===== src/shared/mfc_pkg.sv =====
// Functional notes
// management data field is the low sixteen bits, write value or read result
// pause time in flow control bits 16 to 31 goes into every sent pause frame
// with flow control enable set, received pause frames suspend the transmitter
// host requests a pause frame by writing one to busy bit 0
// busy bit stays one while the requested pause frame is being sent
// busy bit is cleared once the requested pause frame has been sent; the code keeps it set if one is written to bit 0 in that cycle
// host checks busy is zero before requesting another pause frame
// eleven-bit maximum frame size sits in counter control bits 3 to 13
// every transmitted frame longer than the maximum counts as a long frame
// software must write one into counter control bit 1
// software fills reserved word at 10Ch to 10Fh with all ones
// software fills reserved word at 110h to 113h with all ones
// pause lasts quanta times 512 bit periods at link speed, then resumes
package mfc_pkg;
  // register bus geometry
  localparam int unsigned ADDR_W = 12;
  localparam int unsigned DATA_W = 32;
  // byte addresses
  localparam logic [11:0] ADDR_MGMT_DATA = 12'h018;
  localparam logic [11:0] ADDR_FLOW_CTRL = 12'h01C;
  localparam logic [11:0] ADDR_CNT_CTRL = 12'h100;
  localparam logic [11:0] ADDR_RSVD_A = 12'h10C;
  localparam logic [11:0] ADDR_RSVD_B = 12'h110;
  localparam logic [11:0] ADDR_LONG_CNT = 12'h120;
  // field positions
  localparam int unsigned MGMT_LSB = 0;
  localparam int unsigned MGMT_W = 16;
  localparam int unsigned PT_LSB = 16;
  localparam int unsigned PT_W = 16;
  localparam int unsigned FCE_BIT = 1;
  localparam int unsigned FCB_BIT = 0;
  localparam int unsigned MXF_LSB = 3;
  localparam int unsigned MXF_W = 11;
  localparam int unsigned CC_RSVD_BIT = 1;
  localparam int unsigned LEN_W = 16;
  // reset values
  localparam logic [15:0] PT_RESET = 16'h0050;
  localparam logic FCE_RESET = 1'b1;
  localparam logic [10:0] MXF_RESET = 11'h5EE;
  localparam logic CC_RSVD_RESET = 1'b1;
  localparam logic [31:0] RSVD_RESET = 32'h0000_0000;
  localparam logic [15:0] MGMT_RESET = 16'h0000;
  // timing: one pause quantum is a slot of 512 bit periods
  localparam int unsigned SLOT_BITS = 512;
  localparam int unsigned CLK_PERIOD_NS = 20;
  localparam int unsigned BIT_NS_100M = 10;
  localparam int unsigned BIT_NS_10M = 100;
  localparam int unsigned SLOT_CYC_100M = (SLOT_BITS * BIT_NS_100M) / CLK_PERIOD_NS;
  localparam int unsigned SLOT_CYC_10M = (SLOT_BITS * BIT_NS_10M) / CLK_PERIOD_NS;
  localparam int unsigned SLOT_CNT_W = 12;
  // pause frame request states
  typedef enum logic [1:0] {
    MFC_PTX_IDLE = 2'b01,
    MFC_PTX_BUSY = 2'b10
  } mfc_ptx_state_t;
endpackage


===== src/hw/mfc_pause_timer.sv =====
`timescale 1ns/1ns
`default_nettype none
module mfc_pause_timer
  import mfc_pkg::*;
(
  input wire logic i_clk,
  input wire logic i_reset,
  input wire logic i_enable,
  input wire logic i_start,
  input wire logic [PT_W-1:0] i_quanta,
  input wire logic i_speed_100,
  output logic o_paused
);
  // refuse slot lengths that the slot counter cannot hold
  if (SLOT_CYC_10M >= (1 << SLOT_CNT_W) || SLOT_CYC_100M < 1)
  begin : bad_slot_w
    $error("slot cycle count does not fit the slot counter");
  end

  logic paused_reg, paused_next;
  logic [PT_W-1:0] quanta_reg, quanta_next;
  logic [SLOT_CNT_W-1:0] slot_reg, slot_next;
  logic [SLOT_CNT_W-1:0] slot_load;

  // slot length follows the current link speed
  assign slot_load = i_speed_100 ? SLOT_CNT_W'(SLOT_CYC_100M - 1) : SLOT_CNT_W'(SLOT_CYC_10M - 1);

  // countdown of quanta, each one slot long; a new frame restarts it
  always_comb
  begin
    paused_next = paused_reg;
    quanta_next = quanta_reg;
    slot_next = slot_reg;
    if (!i_enable)
    begin
      paused_next = 1'b0;
      quanta_next = '0;
      slot_next = '0;
    end
    else if (i_start)
    begin
      paused_next = (i_quanta != '0);
      quanta_next = i_quanta;
      slot_next = slot_load;
    end
    else if (paused_reg)
    begin
      if (slot_reg != '0)
        slot_next = slot_reg - SLOT_CNT_W'(1);
      else if (quanta_reg <= PT_W'(1))
      begin
        paused_next = 1'b0;
        quanta_next = '0;
      end
      else
      begin
        quanta_next = quanta_reg - PT_W'(1);
        slot_next = slot_load;
      end
    end
  end

  // state registers
  always_ff @(posedge i_clk)
  begin
    if (i_reset)
    begin
      paused_reg <= 1'b0;
      quanta_reg <= '0;
      slot_reg <= '0;
    end
    else
    begin
      paused_reg <= paused_next;
      quanta_reg <= quanta_next;
      slot_reg <= slot_next;
    end
  end

  assign o_paused = paused_reg;

  pause_end_a: assert property (@(posedge i_clk) disable iff (i_reset)
    (paused_reg && slot_reg == '0 && quanta_reg == PT_W'(1) && !i_start && i_enable)
    |=> !paused_reg)
    else $error("pause did not end after last quantum");
  slot_reload_a: assert property (@(posedge i_clk) disable iff (i_reset)
    (paused_reg && slot_reg == '0 && quanta_reg > PT_W'(1) && !i_start && i_enable && i_speed_100)
    |=> (paused_reg && slot_reg == SLOT_CNT_W'(SLOT_CYC_100M - 1)))
    else $error("slot counter not reloaded for next quantum");
endmodule
`default_nettype wire


===== src/hw/mfc_top.sv =====
// Our own choice: the plain strobed port.
`timescale 1ns/1ns
`default_nettype none
module mfc_top
  import mfc_pkg::*;
(
  input wire logic i_clk,
  input wire logic i_reset,
  // register port
  input wire logic [ADDR_W-1:0] i_addr,
  input wire logic [DATA_W-1:0] i_wdata,
  input wire logic i_we,
  input wire logic i_re,
  output logic [DATA_W-1:0] o_rdata,
  // management interface engine
  input wire logic i_mgmt_rd_valid,
  input wire logic [MGMT_W-1:0] i_mgmt_rd_data,
  output logic [MGMT_W-1:0] o_mgmt_data,
  // pause frame transmission
  output logic o_pause_tx_req,
  output logic [PT_W-1:0] o_pause_time,
  input wire logic i_pause_tx_done,
  // received pause frames
  input wire logic i_rx_pause_valid,
  input wire logic [PT_W-1:0] i_rx_pause_quanta,
  input wire logic i_speed_100,
  output logic o_tx_pause,
  // transmitted frame classification
  input wire logic i_tx_frame_done,
  input wire logic [LEN_W-1:0] i_tx_frame_len,
  output logic [MXF_W-1:0] o_max_frame_size,
  output logic o_tx_long_frame
);
  logic wr_mgmt, wr_fc, wr_cc, wr_ra, wr_rb, wr_lc;
  logic is_long;

  // write decode
  assign wr_mgmt = i_we && (i_addr == ADDR_MGMT_DATA);
  assign wr_fc = i_we && (i_addr == ADDR_FLOW_CTRL);
  assign wr_cc = i_we && (i_addr == ADDR_CNT_CTRL);
  assign wr_ra = i_we && (i_addr == ADDR_RSVD_A);
  assign wr_rb = i_we && (i_addr == ADDR_RSVD_B);
  assign wr_lc = i_we && (i_addr == ADDR_LONG_CNT);

  // management data word
  logic [MGMT_W-1:0] mgmt_reg, mgmt_next;

  always_comb
  begin
    mgmt_next = mgmt_reg;
    if (i_mgmt_rd_valid)
      mgmt_next = i_mgmt_rd_data;
    else if (wr_mgmt)
      mgmt_next = i_wdata[MGMT_LSB +: MGMT_W];
  end

  always_ff @(posedge i_clk)
  begin
    if (i_reset)
      mgmt_reg <= MGMT_RESET;
    else
      mgmt_reg <= mgmt_next;
  end

  // flow control: pause time, enable, busy state
  logic [PT_W-1:0] pt_reg, pt_next;
  logic fce_reg, fce_next;
  mfc_ptx_state_t ptx_reg, ptx_next;
  logic busy;

  assign busy = (ptx_reg == MFC_PTX_BUSY);

  always_comb
  begin
    pt_next = pt_reg;
    fce_next = fce_reg;
    ptx_next = ptx_reg;
    if (wr_fc)
    begin
      pt_next = i_wdata[PT_LSB +: PT_W];
      fce_next = i_wdata[FCE_BIT];
    end
    case (ptx_reg)
      MFC_PTX_IDLE:
      begin
        // a host write of one starts a pause frame
        if (wr_fc && i_wdata[FCB_BIT])
          ptx_next = MFC_PTX_BUSY;
      end
      MFC_PTX_BUSY:
      begin
        // held until the transmitter reports the frame sent and no write of one to bit 0 comes in that cycle
        if (i_pause_tx_done && !(wr_fc && i_wdata[FCB_BIT]))
          ptx_next = MFC_PTX_IDLE;
        else
          ptx_next = MFC_PTX_BUSY;
      end
      default:
        ptx_next = MFC_PTX_IDLE;
    endcase
  end

  always_ff @(posedge i_clk)
  begin
    if (i_reset)
    begin
      pt_reg <= PT_RESET;
      fce_reg <= FCE_RESET;
      ptx_reg <= MFC_PTX_IDLE;
    end
    else
    begin
      pt_reg <= pt_next;
      fce_reg <= fce_next;
      ptx_reg <= ptx_next;
    end
  end

  // counter control, reserved words and long frame count
  logic [MXF_W-1:0] mxf_reg, mxf_next;
  logic ccr_reg, ccr_next;
  logic [DATA_W-1:0] rsa_reg, rsa_next;
  logic [DATA_W-1:0] rsb_reg, rsb_next;
  logic [DATA_W-1:0] lc_reg, lc_next;
  logic long_reg, long_next;

  // compare against the limit in force for this frame
  assign is_long = i_tx_frame_done && (i_tx_frame_len > LEN_W'(mxf_reg));

  always_comb
  begin
    mxf_next = mxf_reg;
    ccr_next = ccr_reg;
    rsa_next = rsa_reg;
    rsb_next = rsb_reg;
    lc_next = lc_reg;
    long_next = is_long;
    if (wr_cc)
    begin
      mxf_next = i_wdata[MXF_LSB +: MXF_W];
      ccr_next = i_wdata[CC_RSVD_BIT];
    end
    if (wr_ra)
      rsa_next = i_wdata;
    if (wr_rb)
      rsb_next = i_wdata;
    // a write clears the count, a long frame in the same cycle still counts
    if (wr_lc)
      lc_next = is_long ? DATA_W'(1) : '0;
    else if (is_long)
      lc_next = lc_reg + DATA_W'(1);
  end

  always_ff @(posedge i_clk)
  begin
    if (i_reset)
    begin
      mxf_reg <= MXF_RESET;
      ccr_reg <= CC_RSVD_RESET;
      rsa_reg <= RSVD_RESET;
      rsb_reg <= RSVD_RESET;
      lc_reg <= '0;
      long_reg <= 1'b0;
    end
    else
    begin
      mxf_reg <= mxf_next;
      ccr_reg <= ccr_next;
      rsa_reg <= rsa_next;
      rsb_reg <= rsb_next;
      lc_reg <= lc_next;
      long_reg <= long_next;
    end
  end

  // read data stands only in the cycle after the read strobe
  logic [DATA_W-1:0] rdata_reg, rdata_next;

  always_comb
  begin
    rdata_next = '0;
    if (i_re)
    begin
      case (i_addr)
        ADDR_MGMT_DATA:
          rdata_next[MGMT_LSB +: MGMT_W] = mgmt_reg;
        ADDR_FLOW_CTRL:
        begin
          rdata_next[PT_LSB +: PT_W] = pt_reg;
          rdata_next[FCE_BIT] = fce_reg;
          rdata_next[FCB_BIT] = busy;
        end
        ADDR_CNT_CTRL:
        begin
          rdata_next[MXF_LSB +: MXF_W] = mxf_reg;
          rdata_next[CC_RSVD_BIT] = ccr_reg;
        end
        ADDR_RSVD_A:
          rdata_next = rsa_reg;
        ADDR_RSVD_B:
          rdata_next = rsb_reg;
        ADDR_LONG_CNT:
          rdata_next = lc_reg;
        default:
          rdata_next = '0;
      endcase
    end
  end

  always_ff @(posedge i_clk)
  begin
    if (i_reset)
      rdata_reg <= '0;
    else
      rdata_reg <= rdata_next;
  end

  // receive pause handling
  mfc_pause_timer u_pause_timer (
    .i_clk(i_clk),
    .i_reset(i_reset),
    .i_enable(fce_reg),
    .i_start(i_rx_pause_valid),
    .i_quanta(i_rx_pause_quanta),
    .i_speed_100(i_speed_100),
    .o_paused(o_tx_pause)
  );

  // outputs straight from registers
  assign o_rdata = rdata_reg;
  assign o_mgmt_data = mgmt_reg;
  assign o_pause_tx_req = busy;
  assign o_pause_time = pt_reg;
  assign o_max_frame_size = mxf_reg;
  assign o_tx_long_frame = long_reg;

  mgmt_write_a: assert property (@(posedge i_clk) disable iff (i_reset)
    (wr_mgmt && !i_mgmt_rd_valid) |=> (o_mgmt_data == $past(i_wdata[15:0])))
    else $error("management data not taken from write");
  pause_time_a: assert property (@(posedge i_clk) disable iff (i_reset)
    wr_fc |=> (o_pause_time == $past(i_wdata[31:16])))
    else $error("pause time not taken from write");
  rx_pause_a: assert property (@(posedge i_clk) disable iff (i_reset)
    (i_rx_pause_valid && fce_reg && !wr_fc && i_rx_pause_quanta != 16'h0000)
    |=> o_tx_pause)
    else $error("received pause frame did not stop transmitter");
  busy_hold_a: assert property (@(posedge i_clk) disable iff (i_reset)
    (o_pause_tx_req && !i_pause_tx_done) |=> o_pause_tx_req)
    else $error("busy dropped before pause frame was sent");
  busy_clear_a: assert property (@(posedge i_clk) disable iff (i_reset)
    (o_pause_tx_req && i_pause_tx_done && !wr_fc) |=> !o_pause_tx_req)
    else $error("busy not cleared after pause frame was sent");
  max_frame_a: assert property (@(posedge i_clk) disable iff (i_reset)
    wr_cc |=> (o_max_frame_size == $past(i_wdata[13:3])))
    else $error("maximum frame size not taken from bits 3 to 13");
  long_count_a: assert property (@(posedge i_clk) disable iff (i_reset)
    (i_tx_frame_done && i_tx_frame_len > {5'h00, o_max_frame_size} && !wr_lc)
    |=> (lc_reg == $past(lc_reg) + 32'h0000_0001 && o_tx_long_frame))
    else $error("long frame not counted");
  short_frame_a: assert property (@(posedge i_clk) disable iff (i_reset)
    (!(i_tx_frame_done && i_tx_frame_len > {5'h00, o_max_frame_size}) && !wr_lc)
    |=> ($stable(lc_reg) && !o_tx_long_frame))
    else $error("frame within limit was counted");
endmodule
`default_nettype wire


===== config.mk =====
export PLATFORM = sky130hd
export DESIGN_NAME = mfc_top
export DESIGN_NICKNAME = d
export VERILOG_FILES = /design/src/shared/mfc_pkg.sv /design/src/hw/mfc_pause_timer.sv /design/src/hw/mfc_top.sv
export SDC_FILE = /design/constraint.sdc
export NUM_CORES = 1
export LEC_CHECK = 0
export ABC_AREA = 1
export ABC_CLOCK_PERIOD_IN_PS = 3650
export BUFFER_PORTS_ARGS = -buffer_cell sky130_fd_sc_hd__buf_2
export CORE_MARGIN = 4
export CORE_UTILIZATION = 45
export CTS_CLUSTER_SIZE = 10
export DETAILED_ROUTE_END_ITERATION = 10
export HOLD_SLACK_MARGIN = 0.08
export PLACE_DENSITY = 0.66
export SLEW_MARGIN = 20
export SYNTH_ARGS = -nofsm -noshare
export SYNTH_HDL_FRONTEND = slang
export SYNTH_SLANG_ARGS = --single-unit

===== constraint.sdc =====
create_clock -name i_clk -period 3.65 [get_ports i_clk]
set_input_delay 0.1825 -clock i_clk [delete_from_list [all_inputs] [get_ports i_clk]]
set_output_delay 0.1825 -clock i_clk [all_outputs]
set_load 0.01 [all_outputs]

==> results of run 1 <==
==> critical path, stage by stage, from the launching register on <==
cell and delay, ps:
dfxtp_1 330, inv_1 80, ha_1 290, nand2_1 80, inv_1 60, nand4_1 90
nor2_1 80, nor2_4 670, nand2_4 300, nand3_1 150, a21oi_1 90
==> cells in the final DEF (no fill, tap or decap), drive strengths merged <==
| master | instances |
|---|---|
| inv | 201 |
| o31ai | 4 |
| xor2 | 17 |
| a31oi | 17 |
| dlygate4sd3 | 81 |
| or2 | 6 |
| o21ai | 140 |
| a211oi | 2 |
| o22ai | 45 |
| ha | 18 |
| a21oi | 162 |
| nor4 | 3 |
| o211ai | 11 |
| nor3 | 18 |
| xnor2 | 3 |
| nand2 | 270 |
| a21o | 2 |
| dfxtp | 205 |
| clkinvlp | 1 |
| clkbuf | 32 |
| nor2 | 162 |
| clkinv | 4 |
| nand3b | 4 |
| buf | 182 |
| nand3 | 83 |
| nand4 | 27 |
==> final cells by class <==
type,count,area (µm²),area share
inverter,205,773,0.0606
tap,285,357,0.0280
sequential,205,4100,0.322
timing repair buffer,263,1730,0.136
multi-input combinational,994,5090,0.400
clock buffer,32,682,0.0535
clock inverter,1,7.51,0.000589
==> power by group <==
part	total, W	switching (W)	internal, W
clock network	0.00219	0.000903	0.00128
logic	0.000608	0.000351	0.000257
registers	0.00235	0.0000524	0.00229
==> worst paths after layout <==
kind,end,slack [ps]
worst max-delay path,lc_reg[1]$_SDFFE_PP0P_,1290
worst min-delay path,o_tx_long_frame$_SDFF_PP0_,100
worst max register to register,lc_reg[1]$_SDFFE_PP0P_,1290
worst min register to register,rsa_reg[19]$_SDFFE_PP0P_,450
==> logic make-up (layout without fill, tap and decap cells) <==
group | count (synthesis) | after routing
compound gates | 383 | 383
xor+xnor | 20 | 20
fa+ha+maj | 18 | 18
buf+inv | 268 | 501
flops | 205 | 205
simple gates | 573 | 573
==> repair_timing <==
item | in CTS | in global routing
endpoints found under the setup margin | 0 | 0
hold buffers | 81 | 0
hold endpoints to repair | 130 | 0
==> per-stage QoR <==
step | power [W] | setup WS, ps | hold slack, ps | util
after global placement | 0.00291 | 1440 | 433 | 0.498
after CTS | 0.00518 | 1330 | 90.0 | 0.565
after global routing | 0.00536 | 1040 | 99.9 | 0.565
after floorplan | 0.00276 | 1860 | 313 | -
final | 0.00514 | 1290 | 103 | 0.565
after detailed placement | 0.00292 | 1350 | 439 | 0.498
==> metal layers <==
metal | up-vias | GRT usage | wire (µm)
met1 | 4756 | 0.301 | 13500
met4 | 0 | 0.0529 | 627
li1 | 5282 | - | -
met2 | 319 | 0.399 | 14400
met5 | - | 0 | 0
met3 | 55 | 0.0357 | 1930
==> cell usage after synthesis (10+ instances only) <==
master	n	area, µm²
o211ai_1	11	82.6
nand2_1	250	938
nand2_2	14	87.6
o21ai_0	104	521
o22ai_1	45	282
buf_2	21	105
nand4_1	27	169
xor2_1	17	149
inv_2	10	37.5
buf_6	10	113
inv_1	190	713
dfxtp_1	205	4100
o21ai_1	33	165
a31oi_1	17	106
ha_1	18	225
nor3_1	15	75.1
a21oi_1	161	806
clkbuf_1	28	105
nor2_1	149	559
nand3_1	72	360
nand3_2	10	100
==> summary.md, run 1 <==
| Metric | Value |
|---|---|
| Crit path kind | register to register |
| Outcome | completed |
| R2R Path Start | o_max_frame_size[3]$_SDFFE_PP1P_ |
| Io pins | roughly 180 |
| Average wire per standard cell | around 15 µm |
| Worst Path Required | between 4000 and 5000 ps |
| Hold path cells | 2 |
| CTS-repair resized insts | 0 |
| Post-synthesis adder-cell area fraction | 0.0218 |
| Worst Clk Skew | around 13 ps |
| Post-CTS Setup Bufs | 0 |
| Drt pass-1 iters | 5 |
| Total track usage | 0.229 |
| Mapped Nets | between 1500 and 2000 |
| Mux cell area share after synthesis | 0 |
| Setup violations, final | 0 |
| Layout cells sized above 1 | 0.166 |
| Post-layout min period | 2360 ps |
| Worst Max-Slew Pin Slew | roughly 960 ps |
| Largest family of logic cells by synthesized area | simple AND/OR/NAND/NOR gates |
| Final Cell Area | 12700 µm² |
| Gate Count Post-Synth | 1467 |
| Startpoint types | register |
| Clock root buffer | clkbuf_16 |
| Largest net degree at the start of global routing | 88 |
| Post-synthesis compound-gate area fraction | 0.200 |
| Fin. max-slew vios | 0 |
| Clock Path Buffers | 3 |
| Reg2reg path depth | 10 |
| CTS H-tree depth | 1 |
| Vias in the first global route | a little over 10000 |
| Power per cell area | slightly above 400 nW/µm² |
| Lkg Pwr | 5.34 nW |
| # clock sinks | ~200 |
| Fillers | ~2200 |
| Relative slew slack | 0.361 |
| Avg Cell Area, Syn | around 7.0 µm² |
| First-pass GRT wire length | 49.6 mm |
| Initial antenna violation count | 0 |
| Max-cap violations | 0 |
| Iter 0 DRT Violations | 817 |
| Routed WL | ~30 mm |
| Core area | roughly 23000 µm² |
| Post-synth cell types | 41 |
| CTS clk-pin slew, worst paths | roughly 60 ps |
| Simple-gate share of the synthesized area | 0.254 |
| Vias post-DR | roughly 10000 |
| Final Hold Fails | 0 |
| Yosys reg bits | 205 |
| Die Y | 159 µm |
| Placed Area | around 11000 µm² |
| DIE WIDTH | 159 µm |
| Syn Std Cell Area | approximately 10000 µm² |
| TritonCTS clock tree | yes |
| Worst EP arrival | between 2000 and 3000 ps |
| DRC | 0 |
| Nets@finish | ~1800 |
| Period utilization | 0.648 |
| Die area | approximately 25000 µm² |
| Number of vias per cell | 5.25 |
| IO buf count | 178 |
| Crit path max fanout | 37 |
| DPL Wire Length | between 20 and 25 mm |
| Row cnt | 55 |
| EDFF count, synth | 0 |
| Maximum clock rate | 0.423 GHz |
| GPL Wtd Cong | a little under 0.9 |
| Final Non-Filler Cells | ~2000 |
| Worst hold path type | input port to register |
| HP Start | i_reset |
| Initial Util | 0.457 |
| Synth Area in XOR/XNOR | 0.0170 |
| Clk_lat worst skew | 520 ps |
| Critical path startpoint | o_max_frame_size[3]$_SDFFE_PP1P_ |
| Antenna-violating nets left | 0 |
| TNS Setup | 0 ps |
| Overflow after GRT | 0 |
| Peak VDD IR | ~0.33 mV |
| N_diodes | 0 |
| Most used DFF post-synth | dfxtp_1 |
| TritonCTS buffer count | 25 |
| Placed insts | about 1900 |
| Synth-to-layout area growth | 23.6% |
| Async SR Flop Fraction | 0 |
| Synthesis Warnings | 0 |
| Seq/Total Area, Yosys | 0.398 |
| RSZ-0062 raised after global routing | false |
| Nature of the critical path endpoint | register |
Note: power is estimated with default switching activity, not from simulation.
==> run 2: changes to the inputs <==
Settings changed: ABC_CLOCK_PERIOD_IN_PS 3650 to 2300.
Clock period 3.65 ns to 2.3 ns, I/O delays scaled along.
==> run 2 against run 1 <==
Against the previous run:
- register-to-register slack got worse by 1000 ps
- combinational power increased by 68%
- clock power increased by 60%
- flip-flop and latch count unchanged
- setup slack got worse by 1100 ps
- utilization increased by 1.7 points
- sequential power increased by 59%
- hold slack improved by 7.8 ps
- clock skew increased by 3.1 ps
==> summary.md, run 2 (synthesized netlist as in run 1, its figures left out) <==
| Metric | Value |
|---|---|
| Outcome | completed |
| Overflow after GRT | 0 (unchanged) |
| N_diodes | 0 (unchanged) |
| Crit path max fanout | 54 (+46%) |
| Worst EP arrival | 2570 ps (-170 ps) |
| Largest net degree at the start of global routing | 57 (-35%) |
| Power per cell area | 628 nW/µm² (+56%) |
| Worst hold path type | input port to register |
| Iter 0 DRT Violations | 743 (-9.1%) |
| Max-cap violations | 0 (unchanged) |
| # clock sinks | 205 (unchanged) |
| DRC | 0 (unchanged) |
| Post-layout util | 0.582 (+0.0167) |
| Routed WL | 31.0 mm (+1.8%) |
| Post-layout min period | 2110 ps |
| Placed Area | 11400 µm² (+1.3%) |
| RSZ-0062 raised after global routing | false |
| Maximum clock rate | ~0.47 GHz |
| GPL Wtd Cong | 0.899 (+2.9%) |
| First-pass GRT wire length | 51.1 mm (+3.2%) |
| Most frequent cells in the layout | nand2_1, dfxtp_1, inv_1 |
| CTS clk-pin slew, worst paths | 60 ps (about the same) |
| Worst Path Required | 2760 ps (-1260 ps) |
| Vias in the first global route | 10400 (+3.2%) |
| Number of vias per cell | 5.20 (-0.83%) |
| Crit path kind | input port to register |
| Final Cell Area | 13100 µm² (+3.0%) |
| IO buf count | 178 (unchanged) |
| Io pins | 179 (unchanged) |
| Nature of the critical path endpoint | register |
| Worst hold slack | 111 ps (+7.77 ps) |
| Worst Clk Skew | 15.8 ps (+3.11 ps) |
| Relative slew slack | 0.619 (+0.258) |
| DPL Wire Length | 21.4 mm (+1.8%) |
| Reg2reg path depth | 11 (+1) |
| Layout cells sized above 1 | 0.173 (+0.00701) |
| Hold path cells | 4 (+2) |
| Clock root buffer | clkbuf_16 |
| Nets@finish | 1853 (+2.2%) |
| Average wire per standard cell | 15.3 µm (-0.26%) |
| TritonCTS clock tree | yes |
| Lkg Pwr | 5.50 nW (+3.1%) |
| Commonest non-fill, non-tap cell in the layout | nand2_1 |
| Fin. max-slew vios | 0 (unchanged) |
| Antenna-violating nets left | 0 (unchanged) |
| DIE WIDTH | 159 µm (unchanged) |
| Initial antenna violation count | 0 (unchanged) |
| TNS Setup | 0 ps (unchanged) |
| Row cnt | 55 (unchanged) |
| Worst Max-Slew Pin Slew | 566 ps (-389 ps) |
| Vias post-DR | 10500 (+1.2%) |
| Core area | 22600 µm² (unchanged) |
| Setup violations, final | 0 (unchanged) |
| Initial Util | 0.457 (unchanged) |
| Drt pass-1 iters | 5 (unchanged) |
| Clock Path Buffers | 3 (unchanged) |
| Synth-to-layout area growth | 27.2% |
| Die area | 25400 µm² (unchanged) |
| Post-CTS Setup Bufs | 0 (unchanged) |
| PnR Total Power | 0.00824 W (+60%) |
| Startpoint types | input port |
| CTS H-tree depth | 1 (unchanged) |
| Clk_lat worst skew | 520 ps (about the same) |
| Peak VDD IR | 0.446 mV (+36%) |
| Total track usage | 0.234 (+0.00487) |
| Period utilization | 0.919 |
| Final Hold Fails | 0 (unchanged) |
| TritonCTS buffer count | 25 (unchanged) |
| Die Y | 159 µm (unchanged) |
run 2: worst paths after layout:
path	startpoint	to	slack, ps
worst max-delay path	i_reset	o_mgmt_data[14]$_SDFFE_PP0P_	190
worst min-delay path	i_re	o_rdata[1]$_SDFF_PP0_	110
worst max register to register	o_max_frame_size[9]$_SDFFE_PP0P_	lc_reg[3]$_SDFFE_PP0P_	280
worst min register to register	rsa_reg[17]$_SDFFE_PP0P_	rsa_reg[17]$_SDFFE_PP0P_	440
run 2: layout make-up:
cell class | count | area, µm²
fillers | 2137 | 9450
inverters | 205 | 773
clock inverters | 1 | 5.00
flip-flops and latches | 205 | 4100
multi-input cells | 994 | 5090
well taps | 285 | 357
clock buffers | 33 | 696
repair buffers | 303 | 2100
run 2: worst max-delay path: stages:
cell and delay [ps]:
dlygate4sd3_1 530, buf_2 260, inv_2 190, buf_4 460
o21ai_0 220, a31oi_1 200, dlygate4sd3_1 560
run 2: repair_timing:
action                                 4_1_cts  5_1_grt
endpoints found under the hold margin      144        0
hold buffers                               103        0
gates resized for setup                      0        1
setup endpoints to repair                    0        2
run 2: per-stage QoR:
stage | std cells | setup slack (ps)
floorplan | 1467 | 510
global placement | 1889 | 283
detailed placement | 1889 | 196
CTS | 2026 | 195
global route | 2026 | 75.3
finish | 2026 | 187
run 2: layer usage:
metal  up-vias  wire (µm)  GRT usage
li1       5370          -          -
met1      4833      13900      0.306
met2       288      14700      0.404
met3        48       1850     0.0430
met4         0        566     0.0540
met5         -          0          0
run 2: power breakdown:
group / switching (W) / internal, W / leakage [nW]
clock: 0.00143 / 0.00207 / 0.345
combinational: 0.000574 / 0.000444 / 3.49
sequential: 0.0000854 / 0.00364 / 1.66
total: 0.00209 / 0.00615 / 5.50
